File: src/hw/pcg_consts.svh
// constants of the peripheral clock generator
`ifndef PCG_CONSTS_SVH
`define PCG_CONSTS_SVH
`define PCG_NREG 20
`define PCG_NCH 27
`define PCG_ACC_W 14
`define PCG_RST_VAL 32'h0000_0000
`define PCG_OFF_CARD1 8'h18
`define PCG_OFF_SPI0 8'h20
`define PCG_OFF_SPI1 8'h24
`define PCG_OFF_SPI2 8'h28
`define PCG_OFF_LCD 8'h34
`define PCG_OFF_CNT0 8'h40
`define PCG_OFF_CNT1 8'h44
`define PCG_OFF_CNT2 8'h48
`define PCG_OFF_CNT3 8'h4C
`define PCG_OFF_PWM0 8'h50
`define PCG_OFF_PWM1 8'h54
`define PCG_OFF_PWM2 8'h58
`define PCG_OFF_PWM3 8'h5C
`define PCG_OFF_PWM4 8'h60
`define PCG_OFF_PWM5 8'h64
`define PCG_OFF_PWM6 8'h68
`define PCG_OFF_PWM7 8'h6C
`define PCG_OFF_PWM8 8'h70
`define PCG_OFF_LRADC 8'h7C
`define PCG_OFF_ADC01 8'h80
`define PCG_MSK_CARD1 32'h0000_004F
`define PCG_MSK_SPI 32'h0000_030F
`define PCG_MSK_SPI1 32'h0000_730F
`define PCG_MSK_LCD 32'h0000_031F
`define PCG_MSK_CNT 32'h0000_0003
`define PCG_MSK_PWM 32'h0000_03FF
`define PCG_MSK_LRADC 32'h0000_0003
`define PCG_MSK_ADC01 32'hBB7D_5FD7
`define PCG_R_CARD1 0
`define PCG_R_SPI0 1
`define PCG_R_SPI1 2
`define PCG_R_SPI2 3
`define PCG_R_LCD 4
`define PCG_R_CNT0 5
`define PCG_R_PWM0 9
`define PCG_R_LRADC 18
`define PCG_R_ADC01 19
`define PCG_CH_CARD1 0
`define PCG_CH_SPI0 1
`define PCG_CH_OCT 4
`define PCG_CH_LCD 5
`define PCG_CH_CNT0 6
`define PCG_CH_PWM0 10
`define PCG_CH_LRADC 19
`define PCG_CH_G0 20
`define PCG_CH_ANA 21
`define PCG_CH_FIR 22
`define PCG_CH_CIC 23
`define PCG_CH_DMIC 24
`define PCG_CH_LP 25
`define PCG_CH_SH 26
`define PCG_SRC_LSB 8
`define PCG_DIV_LSB 0
`define PCG_POST_BIT 6
`define PCG_OCT_LSB 12
`define PCG_LCD_PRE_BIT 4
`define PCG_PWM_SRC_BIT 9
`define PCG_FIR_INV 31
`define PCG_FIR_HALF 29
`define PCG_FIR_GATE 28
`define PCG_CIC_INV 27
`define PCG_CIC_HALF 25
`define PCG_CIC_GATE 24
`define PCG_DMIC_SRC 22
`define PCG_DMIC_HALF 21
`define PCG_DMIC_GATE 20
`define PCG_ANA_INV 19
`define PCG_LP_SRC 18
`define PCG_LP_GATE 16
`define PCG_SH_SRC 14
`define PCG_SH_GATE 12
`define PCG_OVS_LSB 10
`define PCG_P0_SRC_LSB 8
`define PCG_G0_SRC_LSB 6
`define PCG_G0_PRE_BIT 4
`define PCG_G0_DIV_LSB 0
`define PCG_POST_DIV 128
`define PCG_LCD_PRE_DIV 6
`define PCG_G0_PRE_DIV 2
`define PCG_HALF_DIV 2
`define PCG_CNT_SLOW_DIV 24
`define PCG_LR_DIV0 94
`define PCG_LR_DIV1 46
`define PCG_LR_DIV2 22
`define PCG_LCD_MAX_CODE 11
`define PCG_PWM_LIN_CODES 256
`define PCG_PWM_MAX_CODE 260
`endif

File: src/hw/pcg_pkg.sv
// types of the peripheral clock generator
package pcg_pkg;
  `include "pcg_consts.svh"
  typedef struct packed {
    logic hsel;
    logic [31:0] haddr;
    logic [1:0] htrans;
    logic hwrite;
    logic [2:0] hsize;
    logic [31:0] hwdata;
    logic hready;
  } pcg_ahb_req_type;
  typedef struct packed {
    logic [31:0] hrdata;
    logic hreadyout;
    logic hresp;
  } pcg_ahb_rsp_type;
  // each field is a one-cycle tick per rising edge of that source
  typedef struct packed {
    logic osc_24mhz_clock;
    logic core_pll_clock;
    logic device_pll_clock;
    logic rc_32khz_clock;
    logic audio_pll_first;
    logic audio_pll_second;
    logic card1_source;
    logic counter2_external_clock_pin;
    logic counter3_external_clock_pin;
    logic audio_tx0_master_clock;
    logic external_density_mod_clock;
    logic pair1_analog_clock;
  } pcg_src_type;
  typedef struct packed {
    logic [`PCG_NREG-1:0][31:0] regs;
    logic [`PCG_NCH-1:0][`PCG_ACC_W-1:0] acc;
    logic [`PCG_NCH-1:0] tick;
    logic [`PCG_NCH-1:0] clk;
    logic wr_pend;
    logic [4:0] wr_idx;
    logic [31:0] rdata;
  } pcg_state_type;
  localparam logic [`PCG_NREG-1:0][7:0] PCG_OFFS = {
    `PCG_OFF_ADC01, `PCG_OFF_LRADC, `PCG_OFF_PWM8, `PCG_OFF_PWM7,
    `PCG_OFF_PWM6, `PCG_OFF_PWM5, `PCG_OFF_PWM4, `PCG_OFF_PWM3,
    `PCG_OFF_PWM2, `PCG_OFF_PWM1, `PCG_OFF_PWM0, `PCG_OFF_CNT3,
    `PCG_OFF_CNT2, `PCG_OFF_CNT1, `PCG_OFF_CNT0, `PCG_OFF_LCD,
    `PCG_OFF_SPI2, `PCG_OFF_SPI1, `PCG_OFF_SPI0, `PCG_OFF_CARD1};
endpackage : pcg_pkg
File: src/hw/pcg_clock_gen.sv
// peripheral clock generator: registers, source selects, dividers
`timescale 1ns/1ps
`include "pcg_consts.svh"
module pcg_clock_gen
  import pcg_pkg::*;
(
  input wire logic hclk,
  input wire logic hresetn,
  input wire pcg_ahb_req_type ahb_req,
  output pcg_ahb_rsp_type ahb_rsp,
  input wire pcg_src_type src,
  output logic [`PCG_NCH-1:0] gen_clk
);
  pcg_state_type st_reg;
  pcg_state_type st_next;
  logic [`PCG_NREG-1:0][31:0] r;
  logic [`PCG_NCH-1:0] ch_src;
  logic [`PCG_NCH-1:0] ch_run;
  logic [`PCG_NCH-1:0] ch_inv;
  logic [`PCG_NCH-1:0] ch_clr;
  logic [`PCG_NCH-1:0][`PCG_ACC_W-1:0] ch_num;
  logic [`PCG_NCH-1:0][1:0] ch_den;
  logic [`PCG_NCH-1:0][`PCG_ACC_W-1:0] acc_next;
  logic [`PCG_NCH-1:0] tick_next;

  assign r = st_reg.regs;

  function automatic logic [13:0] spi_num(input logic [3:0] c);
    if (c == 4'h0) return 14'h1;
    if (c == 4'hE) return 14'h3;
    if (c == 4'hF) return 14'h5;
    return {9'h0, c, 1'b0};
  endfunction : spi_num

  function automatic logic spi_src(input logic [1:0] s, input pcg_src_type x);
    unique case (s)
      2'h0: return 1'b1;
      2'h1: return x.osc_24mhz_clock;
      2'h2: return x.core_pll_clock;
      2'h3: return x.device_pll_clock;
    endcase
  endfunction : spi_src

  function automatic logic [13:0] pwm_num(input logic [8:0] c);
    if (c < 9'(`PCG_PWM_LIN_CODES)) return {5'h0, c} + 14'h1;
    return 14'(32'h200 << c[2:0]);
  endfunction : pwm_num

  function automatic logic [3:0] g0_num(input logic [2:0] c);
    unique case (c)
      3'h0: return 4'h1;
      3'h1: return 4'h2;
      3'h2: return 4'h3;
      3'h3: return 4'h4;
      3'h4: return 4'h6;
      3'h5: return 4'h8;
      3'h6: return 4'hC;
      3'h7: return 4'h5;
    endcase
  endfunction : g0_num

  function automatic logic [31:0] reg_mask(input logic [4:0] k);
    if (k == 5'(`PCG_R_CARD1)) return `PCG_MSK_CARD1;
    if (k == 5'(`PCG_R_SPI1)) return `PCG_MSK_SPI1;
    if (k <= 5'(`PCG_R_SPI2)) return `PCG_MSK_SPI;
    if (k == 5'(`PCG_R_LCD)) return `PCG_MSK_LCD;
    if (k < 5'(`PCG_R_PWM0)) return `PCG_MSK_CNT;
    if (k < 5'(`PCG_R_LRADC)) return `PCG_MSK_PWM;
    if (k == 5'(`PCG_R_LRADC)) return `PCG_MSK_LRADC;
    return `PCG_MSK_ADC01;
  endfunction : reg_mask

  // per-channel source tick, ratio num/den, run, invert and restart
  always_comb begin
    logic [1:0] sel;
    logic [3:0] div;
    logic [2:0] oc;
    logic [8:0] pc;
    logic [31:0] a;
    logic [4:0] k;
    sel = 2'h0;
    div = 4'h0;
    oc = 3'h0;
    pc = 9'h0;
    a = r[`PCG_R_ADC01];
    k = st_reg.wr_idx;
    for (int i = 0; i < `PCG_NCH; i++) begin
      ch_src[i] = 1'b0;
      ch_run[i] = 1'b1;
      ch_inv[i] = 1'b0;
      ch_clr[i] = 1'b0;
      ch_num[i] = 14'h1;
      ch_den[i] = 2'h1;
    end
    ch_src[`PCG_CH_CARD1] = src.card1_source;
    div = r[`PCG_R_CARD1][`PCG_DIV_LSB +: 4];
    ch_num[`PCG_CH_CARD1] = 14'(({10'h0, div} + 14'h1) *
      (r[`PCG_R_CARD1][`PCG_POST_BIT] ? `PCG_POST_DIV : 1));
    for (int i = 0; i < 3; i++) begin
      sel = r[`PCG_R_SPI0 + i][`PCG_SRC_LSB +: 2];
      div = r[`PCG_R_SPI0 + i][`PCG_DIV_LSB +: 4];
      ch_src[`PCG_CH_SPI0 + i] = spi_src(sel, src);
      ch_num[`PCG_CH_SPI0 + i] = spi_num(div);
      ch_den[`PCG_CH_SPI0 + i] = (div >= 4'hE) ? 2'h2 : 2'h1;
    end
    oc = r[`PCG_R_SPI1][`PCG_OCT_LSB +: 3];
    ch_src[`PCG_CH_OCT] = ch_src[`PCG_CH_SPI0 + 1];
    ch_num[`PCG_CH_OCT] = (oc == 3'h0) ? 14'h1 : {10'h0, oc, 1'b0};
    sel = r[`PCG_R_LCD][`PCG_SRC_LSB +: 2];
    div = r[`PCG_R_LCD][`PCG_DIV_LSB +: 4];
    ch_src[`PCG_CH_LCD] = (sel == 2'h0) ? src.osc_24mhz_clock :
      (sel == 2'h1) ? src.core_pll_clock : src.device_pll_clock;
    ch_run[`PCG_CH_LCD] = (sel != 2'h3) && (div <= 4'(`PCG_LCD_MAX_CODE));
    ch_num[`PCG_CH_LCD] = 14'(({10'h0, div} + 14'h1) *
      (r[`PCG_R_LCD][`PCG_LCD_PRE_BIT] ? `PCG_LCD_PRE_DIV : 1));
    for (int j = 0; j < 4; j++) begin
      sel = r[`PCG_R_CNT0 + j][1:0];
      ch_src[`PCG_CH_CNT0 + j] = (sel != 2'h2) ? src.osc_24mhz_clock :
        (j == 2) ? src.counter2_external_clock_pin : src.counter3_external_clock_pin;
      ch_num[`PCG_CH_CNT0 + j] = (sel == 2'h1) ? 14'(`PCG_CNT_SLOW_DIV) : 14'h1;
      ch_run[`PCG_CH_CNT0 + j] = (sel < 2'h2) || (sel == 2'h2 && j >= 2);
    end
    for (int p = 0; p < 9; p++) begin
      pc = r[`PCG_R_PWM0 + p][`PCG_DIV_LSB +: 9];
      ch_src[`PCG_CH_PWM0 + p] = r[`PCG_R_PWM0 + p][`PCG_PWM_SRC_BIT] ?
        src.osc_24mhz_clock : src.rc_32khz_clock;
      ch_num[`PCG_CH_PWM0 + p] = pwm_num(pc);
      ch_run[`PCG_CH_PWM0 + p] = pc <= 9'(`PCG_PWM_MAX_CODE);
    end
    sel = r[`PCG_R_LRADC][1:0];
    ch_src[`PCG_CH_LRADC] = (sel == 2'h3) ? src.rc_32khz_clock : src.osc_24mhz_clock;
    ch_num[`PCG_CH_LRADC] = (sel == 2'h0) ? 14'(`PCG_LR_DIV0) :
      (sel == 2'h1) ? 14'(`PCG_LR_DIV1) : (sel == 2'h2) ? 14'(`PCG_LR_DIV2) : 14'h1;
    sel = a[`PCG_G0_SRC_LSB +: 2];
    ch_src[`PCG_CH_G0] = (sel == 2'h0) ? src.audio_pll_first :
      (sel == 2'h1) ? src.audio_pll_second : src.osc_24mhz_clock;
    ch_run[`PCG_CH_G0] = sel != 2'h3;
    ch_num[`PCG_CH_G0] = 14'({10'h0, g0_num(a[`PCG_G0_DIV_LSB +: 3])} *
      (a[`PCG_G0_PRE_BIT] ? `PCG_G0_PRE_DIV : 1));
    sel = a[`PCG_P0_SRC_LSB +: 2];
    ch_src[`PCG_CH_ANA] = (sel == 2'h0) ? st_reg.tick[`PCG_CH_G0] :
      (sel == 2'h1) ? src.audio_tx0_master_clock : src.external_density_mod_clock;
    ch_run[`PCG_CH_ANA] = sel != 2'h3;
    sel = a[`PCG_OVS_LSB +: 2];
    ch_num[`PCG_CH_ANA] = (sel == 2'h3) ? 14'h3 : 14'(1 << sel);
    ch_inv[`PCG_CH_ANA] = a[`PCG_ANA_INV];
    ch_src[`PCG_CH_FIR] = st_reg.tick[`PCG_CH_ANA];
    ch_num[`PCG_CH_FIR] = a[`PCG_FIR_HALF] ? 14'(`PCG_HALF_DIV) : 14'h1;
    ch_run[`PCG_CH_FIR] = a[`PCG_FIR_GATE];
    ch_inv[`PCG_CH_FIR] = a[`PCG_FIR_INV];
    ch_src[`PCG_CH_CIC] = st_reg.tick[`PCG_CH_ANA];
    ch_num[`PCG_CH_CIC] = a[`PCG_CIC_HALF] ? 14'(`PCG_HALF_DIV) : 14'h1;
    ch_run[`PCG_CH_CIC] = a[`PCG_CIC_GATE];
    ch_inv[`PCG_CH_CIC] = a[`PCG_CIC_INV];
    ch_src[`PCG_CH_DMIC] = a[`PCG_DMIC_SRC] ? src.pair1_analog_clock :
      st_reg.tick[`PCG_CH_ANA];
    ch_num[`PCG_CH_DMIC] = a[`PCG_DMIC_HALF] ? 14'(`PCG_HALF_DIV) : 14'h1;
    ch_run[`PCG_CH_DMIC] = a[`PCG_DMIC_GATE];
    ch_src[`PCG_CH_LP] = a[`PCG_LP_SRC] ? src.pair1_analog_clock :
      st_reg.tick[`PCG_CH_ANA];
    ch_run[`PCG_CH_LP] = a[`PCG_LP_GATE];
    ch_src[`PCG_CH_SH] = a[`PCG_SH_SRC] ? src.pair1_analog_clock :
      st_reg.tick[`PCG_CH_ANA];
    ch_run[`PCG_CH_SH] = a[`PCG_SH_GATE];
    // a write restarts every channel its register steers
    if (st_reg.wr_pend) begin
      if (k == 5'(`PCG_R_CARD1)) begin
        ch_clr[`PCG_CH_CARD1] = 1'b1;
      end else if (k <= 5'(`PCG_R_SPI2)) begin
        ch_clr[`PCG_CH_SPI0 + int'(k) - `PCG_R_SPI0] = 1'b1;
        ch_clr[`PCG_CH_OCT] = k == 5'(`PCG_R_SPI1);
      end else if (k == 5'(`PCG_R_LCD)) begin
        ch_clr[`PCG_CH_LCD] = 1'b1;
      end else if (k < 5'(`PCG_R_LRADC)) begin
        ch_clr[`PCG_CH_CNT0 + int'(k) - `PCG_R_CNT0] = 1'b1;
      end else if (k == 5'(`PCG_R_LRADC)) begin
        ch_clr[`PCG_CH_LRADC] = 1'b1;
      end else begin
        ch_clr[`PCG_NCH-1:`PCG_CH_G0] = '1;
      end
    end
  end

  // rational divider: add den per source tick, emit when num reached
  for (genvar i = 0; i < `PCG_NCH; i++) begin : g_ch
    logic [`PCG_ACC_W:0] sum;
    logic emit;
    assign sum = {1'b0, st_reg.acc[i]} + {13'h0, ch_den[i]};
    assign emit = ch_src[i] & ch_run[i] & (sum >= {1'b0, ch_num[i]});
    assign tick_next[i] = emit & !ch_clr[i];
    assign acc_next[i] = (!ch_run[i] || ch_clr[i]) ? '0 :
      !ch_src[i] ? st_reg.acc[i] :
      emit ? sum[`PCG_ACC_W-1:0] - ch_num[i] : sum[`PCG_ACC_W-1:0];
  end

  always_comb begin
    logic hit;
    logic take;
    logic [4:0] idx;
    take = ahb_req.hsel & ahb_req.hready & ahb_req.htrans[1];
    st_next = st_reg;
    hit = 1'b0;
    idx = 5'h0;
    if (st_reg.wr_pend) begin
      st_next.regs[st_reg.wr_idx] = ahb_req.hwdata & reg_mask(st_reg.wr_idx);
    end
    for (int k = 0; k < `PCG_NREG; k++) begin
      if (ahb_req.haddr == {24'h0, PCG_OFFS[k]}) begin
        hit = 1'b1;
        idx = 5'(k);
      end
    end
    st_next.wr_pend = take & hit & ahb_req.hwrite;
    st_next.wr_idx = idx;
    // read sees a write landing on the same edge
    st_next.rdata = (take & hit & !ahb_req.hwrite) ? st_next.regs[idx] : 32'h0;
    st_next.acc = acc_next;
    st_next.tick = tick_next;
    for (int i = 0; i < `PCG_NCH; i++) begin
      st_next.clk[i] = ch_run[i] & (tick_next[i] ^ ch_inv[i]);
    end
  end

  always_ff @(posedge hclk or negedge hresetn) begin
    if (!hresetn) begin
      st_reg <= '0;
    end else begin
      st_reg <= st_next;
    end
  end

  assign ahb_rsp.hrdata = st_reg.rdata;
  assign ahb_rsp.hreadyout = 1'b1;
  assign ahb_rsp.hresp = 1'b0;
  assign gen_clk = st_reg.clk;

  logic a_fir_gate;
  assign a_fir_gate = r[`PCG_R_ADC01][`PCG_FIR_GATE];
endmodule : pcg_clock_gen

File: config.mk
export PLATFORM = sky130hd
export DESIGN_NAME = pcg_clock_gen
export DESIGN_NICKNAME = d
export VERILOG_FILES = /design/src/hw/pcg_pkg.sv /design/src/hw/pcg_clock_gen.sv
export VERILOG_INCLUDE_DIRS = /design/src /design/src/hw
export SDC_FILE = /design/constraint.sdc
export NUM_CORES = 2
export LEC_CHECK = 0
export BUFFER_PORTS_ARGS = -buffer_cell sky130_fd_sc_hd__buf_2
export CORE_MARGIN = 5
export CORE_UTILIZATION = 36
export CTS_CLUSTER_SIZE = 24
export DETAILED_ROUTE_END_ITERATION = 6
export SYNTH_ARGS = -nofsm -noshare
export SYNTH_HDL_FRONTEND = slang
export SYNTH_SLANG_ARGS = --single-unit
File: constraint.sdc
create_clock -name hclk -period 5.1 [get_ports hclk]
set_clock_uncertainty 0.15 [all_clocks]
set_input_delay 1.02 -clock hclk [delete_from_list [all_inputs] [get_ports hclk]]
set_output_delay 1.02 -clock hclk [all_outputs]
set_load 0.005 [all_outputs]
Word level (Yosys, flattened, before mapping)
Memory sizes are Yosys's and may differ from the RTL's. Index checks and enable logic that the tools add are counted.

Register bits after elaboration: 1105. Bits in read-only memories: 32. Bits of input ports: 86. Output and inout port bits: 61. Word-level logic and storage cells: 780. Memories: 1.

Memory list: (name not given) (words 8, bits a word 4, rd ports 1, clocked after memory_dff 0, wr ports 0, RTL line pcg_clock_gen.sv:50) `unique case (c)`.

$add $sub $neg: 69. Multipliers: 3. Magnitude comparators: 63. Equal/unequal tests: 58. Shift-type cells: 10. Multiplexer cells: 304. Bitwise gates (word level): 105. Reduce and logical (&&, ||, !) cells: 115.

Operators with widths (count): two-way mux 14 bit (118); two-way mux 32 bit (24); bitwise mux 640 bit (1); two-way mux 640 bit (1); equality test 32 x 7 -> 1 bit, second input constant (14); adder 14 x 1 -> 15 bit, second input constant (24); greater-or-equal comparator 15 x 14 -> 1 bit (13); subtractor 14 bit (13); binary-select mux 32 bit (select 5 bit) (1); demux 32 bit (select 5 bit) (1); equality test 32 x 6 -> 1 bit, second input constant (4); left shift 10 x 3 -> 14 bit, first input constant (9); two-way mux 5 bit (24); two-way mux 1 bit (110); AND 1 bit (101); adder 9 x 1 -> 10 bit, second input constant (9); less-or-equal comparator 9 bit, second input constant (9); < comparator 9 bit, second input constant (9); greater-or-equal comparator 15 x 5 -> 1 bit (4); subtractor 14 x 5 -> 14 bit (4); two-way mux 27 bit (2); nonzero test 2 bit (27); zero test 1 bit (49); adder 14 x 2 -> 15 bit (3); 61 further kinds (153).

Depth between registers and ports, before layout
Depth in word-level cells: 44. Mapped depth: 20. Gate-level depth less buffers: 18.

Worst setup path before layout
OpenSTA, ideal clock, no wires.

Path kind: register -> register. From: reg st_reg (netlist bit r[128]). To: reg st_reg[162] (netlist name). Library setup time: 100 ps. Arrival: 4438 ps. Data required time: 4850 ps. Slack: 412 ps. Stages on the path, launching flop included: 19. Clock period less this slack: 4688 ps. Path through: dfrtp_1 > ha_1 > xor2_1 > and2_1 > fa_1 > fa_1 > xnor2_1 > ha_1 > or2_2 > a21oi_1 > a211oi_1 > nor4bb_1 > nor3b_2 > nor2b_1 > buf_2 > buf_2 > a21oi_1 > nor2_1 > a311oi_1.

Word-level cells in the longest chain between the ends: 7.

RTL lines: start, declared (RTL line pcg_clock_gen.sv:14) `pcg_state_type st_reg;`; start signal, assigned (RTL line pcg_clock_gen.sv:228) `st_reg <= st_next;`; adder 4 x 1 -> 5 bit / less-or-equal comparator 4 bit (equally long branches) (RTL line pcg_clock_gen.sv:114, pcg_clock_gen.sv:113); multiplier 5 x 3 -> 8 bit / logical AND 1 bit (equally long branches) (RTL line pcg_clock_gen.sv:114, pcg_clock_gen.sv:113); greater-or-equal comparator 15 x 8 -> 1 bit / AND 1 bit (equally long branches) (RTL line pcg_clock_gen.sv:189) `assign emit = ch_src[i] & ch_run[i] & (sum >= {1'b0, ch_num[i]});`; AND 1 bit (RTL line pcg_clock_gen.sv:189); two-way mux 14 bit (RTL line pcg_clock_gen.sv:193) `` emit ? sum[`PCG_ACC_W-1:0] - ch_num[i] : sum[`PCG_ACC_W-1:0]; ``; two-way mux 14 bit (RTL line pcg_clock_gen.sv:192) `!ch_src[i] ? st_reg.acc[i] :`; two-way mux 14 bit (RTL line pcg_clock_gen.sv:191) `assign acc_next[i] = (!ch_run[i] || ch_clr[i]) ? '0 :`.

Several ways; a longest one is shown, not always the timed one. The select of a mux whose other input is x is not followed. A chain may end at the register's enable or synchronous reset.

Final worst setup path
From: reg st_reg (netlist bit r[129]). To: reg st_reg[175] (netlist name).

Same word-level chain as after synthesis.

==> reports/qor.csv <==
stage;metric;value;unit
floorplan;core;197000;µm²
logic_synthesis;synth_edf_count;0;
detailed_routing;first_pass_iters;7;
logic_synthesis;seq_area_frac_synth;38.1;%
logic_synthesis;synthArstFlopShare;100;%
timing;setup_viol;0;
placement;dp_cells;10500;
outcome;status;finished, violations left;
cells_and_area;layout_commonest_cell;dfrtp_1;
cells_and_area;layout_common_cells;1085 x dfrtp_1, 808 x nand2_1, 535 x and2_1, 533 x nor2_1, 508 x o21ai_0;
floorplan;rows;163;
detailed_routing;wl_per_cell;19.6;µm
grt;first_global_vias;58000;
worst_setup_path;crit_type;register to register;
timing;worst_pin_slew;1.18;ns
power_and_ir_drop;power.switching;8.34;mW
floorplan;dieWidth;455;µm
cells_and_area;largest_reg_flops;632;
grt;grt_max_degree;151;
worst_setup_path;cp_data_arrival_time;5.36;ns
detailed_routing;viasPerCell;5.55;
grt;grt_pass1_wl;333000;µm
cts;cts_buffers;132;
cts;cts_tree;built;
worst_setup_path;r2r_end;st_reg[175]$_DFFE_PN0P_;
cells_and_area;final_util;40.1;%
timing;period_needed;4.82;ns
grt;grt.total_usage;19.9;%
placement;io_buffers;135;
worst_setup_path;crit_chain;ha_1 -> xor2_1 -> and2_2 -> fa_1 -> fa_1 -> xnor2_1 -> ha_1 -> or2_2 -> a21oi_2 -> a211oi_1 -> nor4bb_2 -> nand3_1 -> or3_1 -> xnor2_1 -> or3_1 -> a21oi_1;
power_and_ir_drop;p_comb_share;22.9;%
worst_setup_path;critPathMaxStageDelay;0.53;ns
cts;clk_pin_slew;0.06;ns
logic_synthesis;synth.top_cell.area_share;38.1;%
power_and_ir_drop;power_density;329;nW/µm²
cells_and_area;final_nets;8410;
worst_setup_path;slowest_stage;fa_1;
cells_and_area;stdcell_count;10800;
cts;clk_root_buffer_cell;clkbuf_16;
floorplan;dieArea;207000;µm²
timing;max_freq;208;MHz
floorplan;start_util;36.1;%
power_and_ir_drop;p_leak;35.7;nW
cts;clkLatencyLatePin;0.77;ns
floorplan;ioPinCount;147;
power_and_ir_drop;p_int;17.7;mW
logic_synthesis;synth.distinct_cells;109;
power_and_ir_drop;p_seq_share;38.8;%
logic_synthesis;ys.flop_type;dfrtp_1;
worst_setup_path;worst_r2r_startpoint;r[129]$_DFF_PN0_;
worst_setup_path;startpoint;r[129]$_DFF_PN0_;
worst_setup_path;startpoint_type;register;
cts;cts_buffer_depth;3;
cts;htree_levels;4;
power_and_ir_drop;power_frac_clock;38.2;%
placement;placedInstanceArea;74500;µm²
logic_synthesis;avgSynthCellArea;8.83;µm²
timing;hold_ws;0.0496;ns
placement;hpwl;150000;µm
hold_path;holdCritPathClass;primary input to asynchronous set/reset pin;
timing;rsz0062_at_grt;true;
worst_setup_path;required;5.64;ns
placement;place.gp.congestion;0.898;
power_and_ir_drop;ir_drop;0.347;mV
power_and_ir_drop;swShare;32.0;%
logic_synthesis;syn_inst;8064;
worst_setup_path;crit_path_end_kind;register;
outcome;violations;DRC;
cts;cts.sinks;1085;
grt;antenna_found_initial;20;
cells_and_area;area_growth;11.0;%
grt;grt_overflow;0;
logic_synthesis;synth_area;71200;µm²
timing;hold_viol_final;0;
floorplan;die_y;455;µm
cells_and_area;final_cell_area;79100;µm²
logic_synthesis;synth.area.top_cells;dfrtp_1 38%, ha_1 5.1%, and2_1 4.7%;
cells_and_area;drive_gt1_share;8.96;%
cts;cts_hold_buf;0;
worst_setup_path;rr_worst_depth;16;
detailed_routing;vias;59600;
logic_synthesis;synth_top_area_cell;dfrtp_1;
detailed_routing;drc_errors;1;
detailed_routing;drt_wl_total;211000;µm
timing;worst_slew_margin_rel;19.3;%
logic_synthesis;synth-warning-count;0;
timing;fin_crit_sh;94.4;%
worst_setup_path;rrSetupSlack;0.28;ns
timing;tns;0;ns
job;maxCapViolCount;0;
detailed_routing;ant_nets;0;
detailed_routing;drt_iter0_drc;4392;
worst_setup_path;cp_max_fo;4;
logic_synthesis;synth-seq-cells;1085;
timing;finalMaxSlewViolations;0;
==> cells in the mapped netlist, types with 57 or more instances <==
cell type     n
dfrtp_1    1085
nand2_1     813
nor2_1      537
and2_1      535
o21ai_0     511
a21oi_1     399
xnor2_1     364
nand3_1     313
clkbuf_1    310
ha_1        291
mux2i_1     271
inv_1       245
nor3_1      183
xor2_1      183
and3_1      162
a211oi_1    133
nand4_1     126
nand2b_1    108
or3_1       103
mux2_2      100
nor2b_1      88
nor4_1       84
a21o_1       82
buf_2        81
a31oi_1      79
buf_4        67
o211ai_1     57
==> how the worst max path moves through the flow <==
| stage | end | slack (ns) | cells past startpoint |
|---|---|---|---|
| 5_1_grt | st_reg[175]$_DFFE_PN0P_ | -0.04 | 17 |
| 4_1_cts | st_reg[175]$_DFFE_PN0P_ | 0.15 | 16 |
| 3_5_place_dp | st_reg[175]$_DFFE_PN0P_ | 0.20 | 16 |
| 2_1_floorplan | st_reg[162]$_DFFE_PN0P_ | 0.41 | 18 |
| 6_report | st_reg[175]$_DFFE_PN0P_ | 0.28 | 16 |
| 3_3_place_gp | st_reg[175]$_DFFE_PN0P_ | 0.22 | 16 |
==> cell type report <==
type | instances | area (µm²)
repair buffers | 280 | 2010
fillers | 19600 | 118000
clock inverters | 57 | 774
inverters | 248 | 933
flip-flops and latches | 1085 | 27200
clock buffers | 176 | 3800
well taps | 2640 | 3300
diodes | 10 | 25.0
multi-input cells | 6258 | 41100
==> power by group through the flow <==
| stage | registers (mW) | logic, mW | clock network [mW] |
|---|---|---|---|
| floorplan | 9.69 | 5.04 | 0 |
| global placement | 10.2 | 5.77 | 0 |
| detailed placement | 10.2 | 5.91 | 0 |
| CTS | 10.1 | 5.95 | 10.2 |
| global route | 10.2 | 6.74 | 10.5 |
| finish | 10.1 | 5.98 | 9.96 |
==> routing by layer <==
metal	part of all wire (%)	track usage, %	up-vias
met3	4.9	2.95	351
met4	3.8	7.32	2
li1	-	-	28500
met5	0.0062	0	-
met2	46	32.5	1436
met1	45	26.8	29300
==> critical path: cells and delay by family (launching register included) <==
family                   cells  cell delay, ns
AO/OA/AOI/OAI                3            0.41
XOR/XNOR                     3            0.51
adder cells (fa/ha/maj)      4            1.51
flip-flops                   1            0.39
AND/OR/NAND/NOR              6            1.75
==> timing repair <==
action,in CTS,in global routing
setup endpoints to repair,0,20
resized for setup,0,5
hold endpoints to repair,0,0
buffers inserted,0,0
==> cells by family (layout without fill, tap and decap cells) <==
family	after synthesis	count (layout)	synth area share, %
AOI/OAI and AO/OA	1725	1725	15.4
xor gates and xnor gates	547	547	6.73
adders and majority gates	319	319	5.90
buffers and inverters	723	761	4.32
DFF	1085	1085	38.1
muxes	377	377	5.58
other	2	14	0.0105
and+or+nand+nor	3286	3286	23.9
==> per-stage QoR <==
stage | setup WS (ns) | power, mW
global placement | 0.224 | 16.0
global route | -0.0376 | 27.5
floorplan | 0.412 | 14.7
detailed placement | 0.197 | 16.1
CTS | 0.147 | 26.2
finish | 0.285 | 26.0
Note: power is estimated with default switching activity, not from simulation.
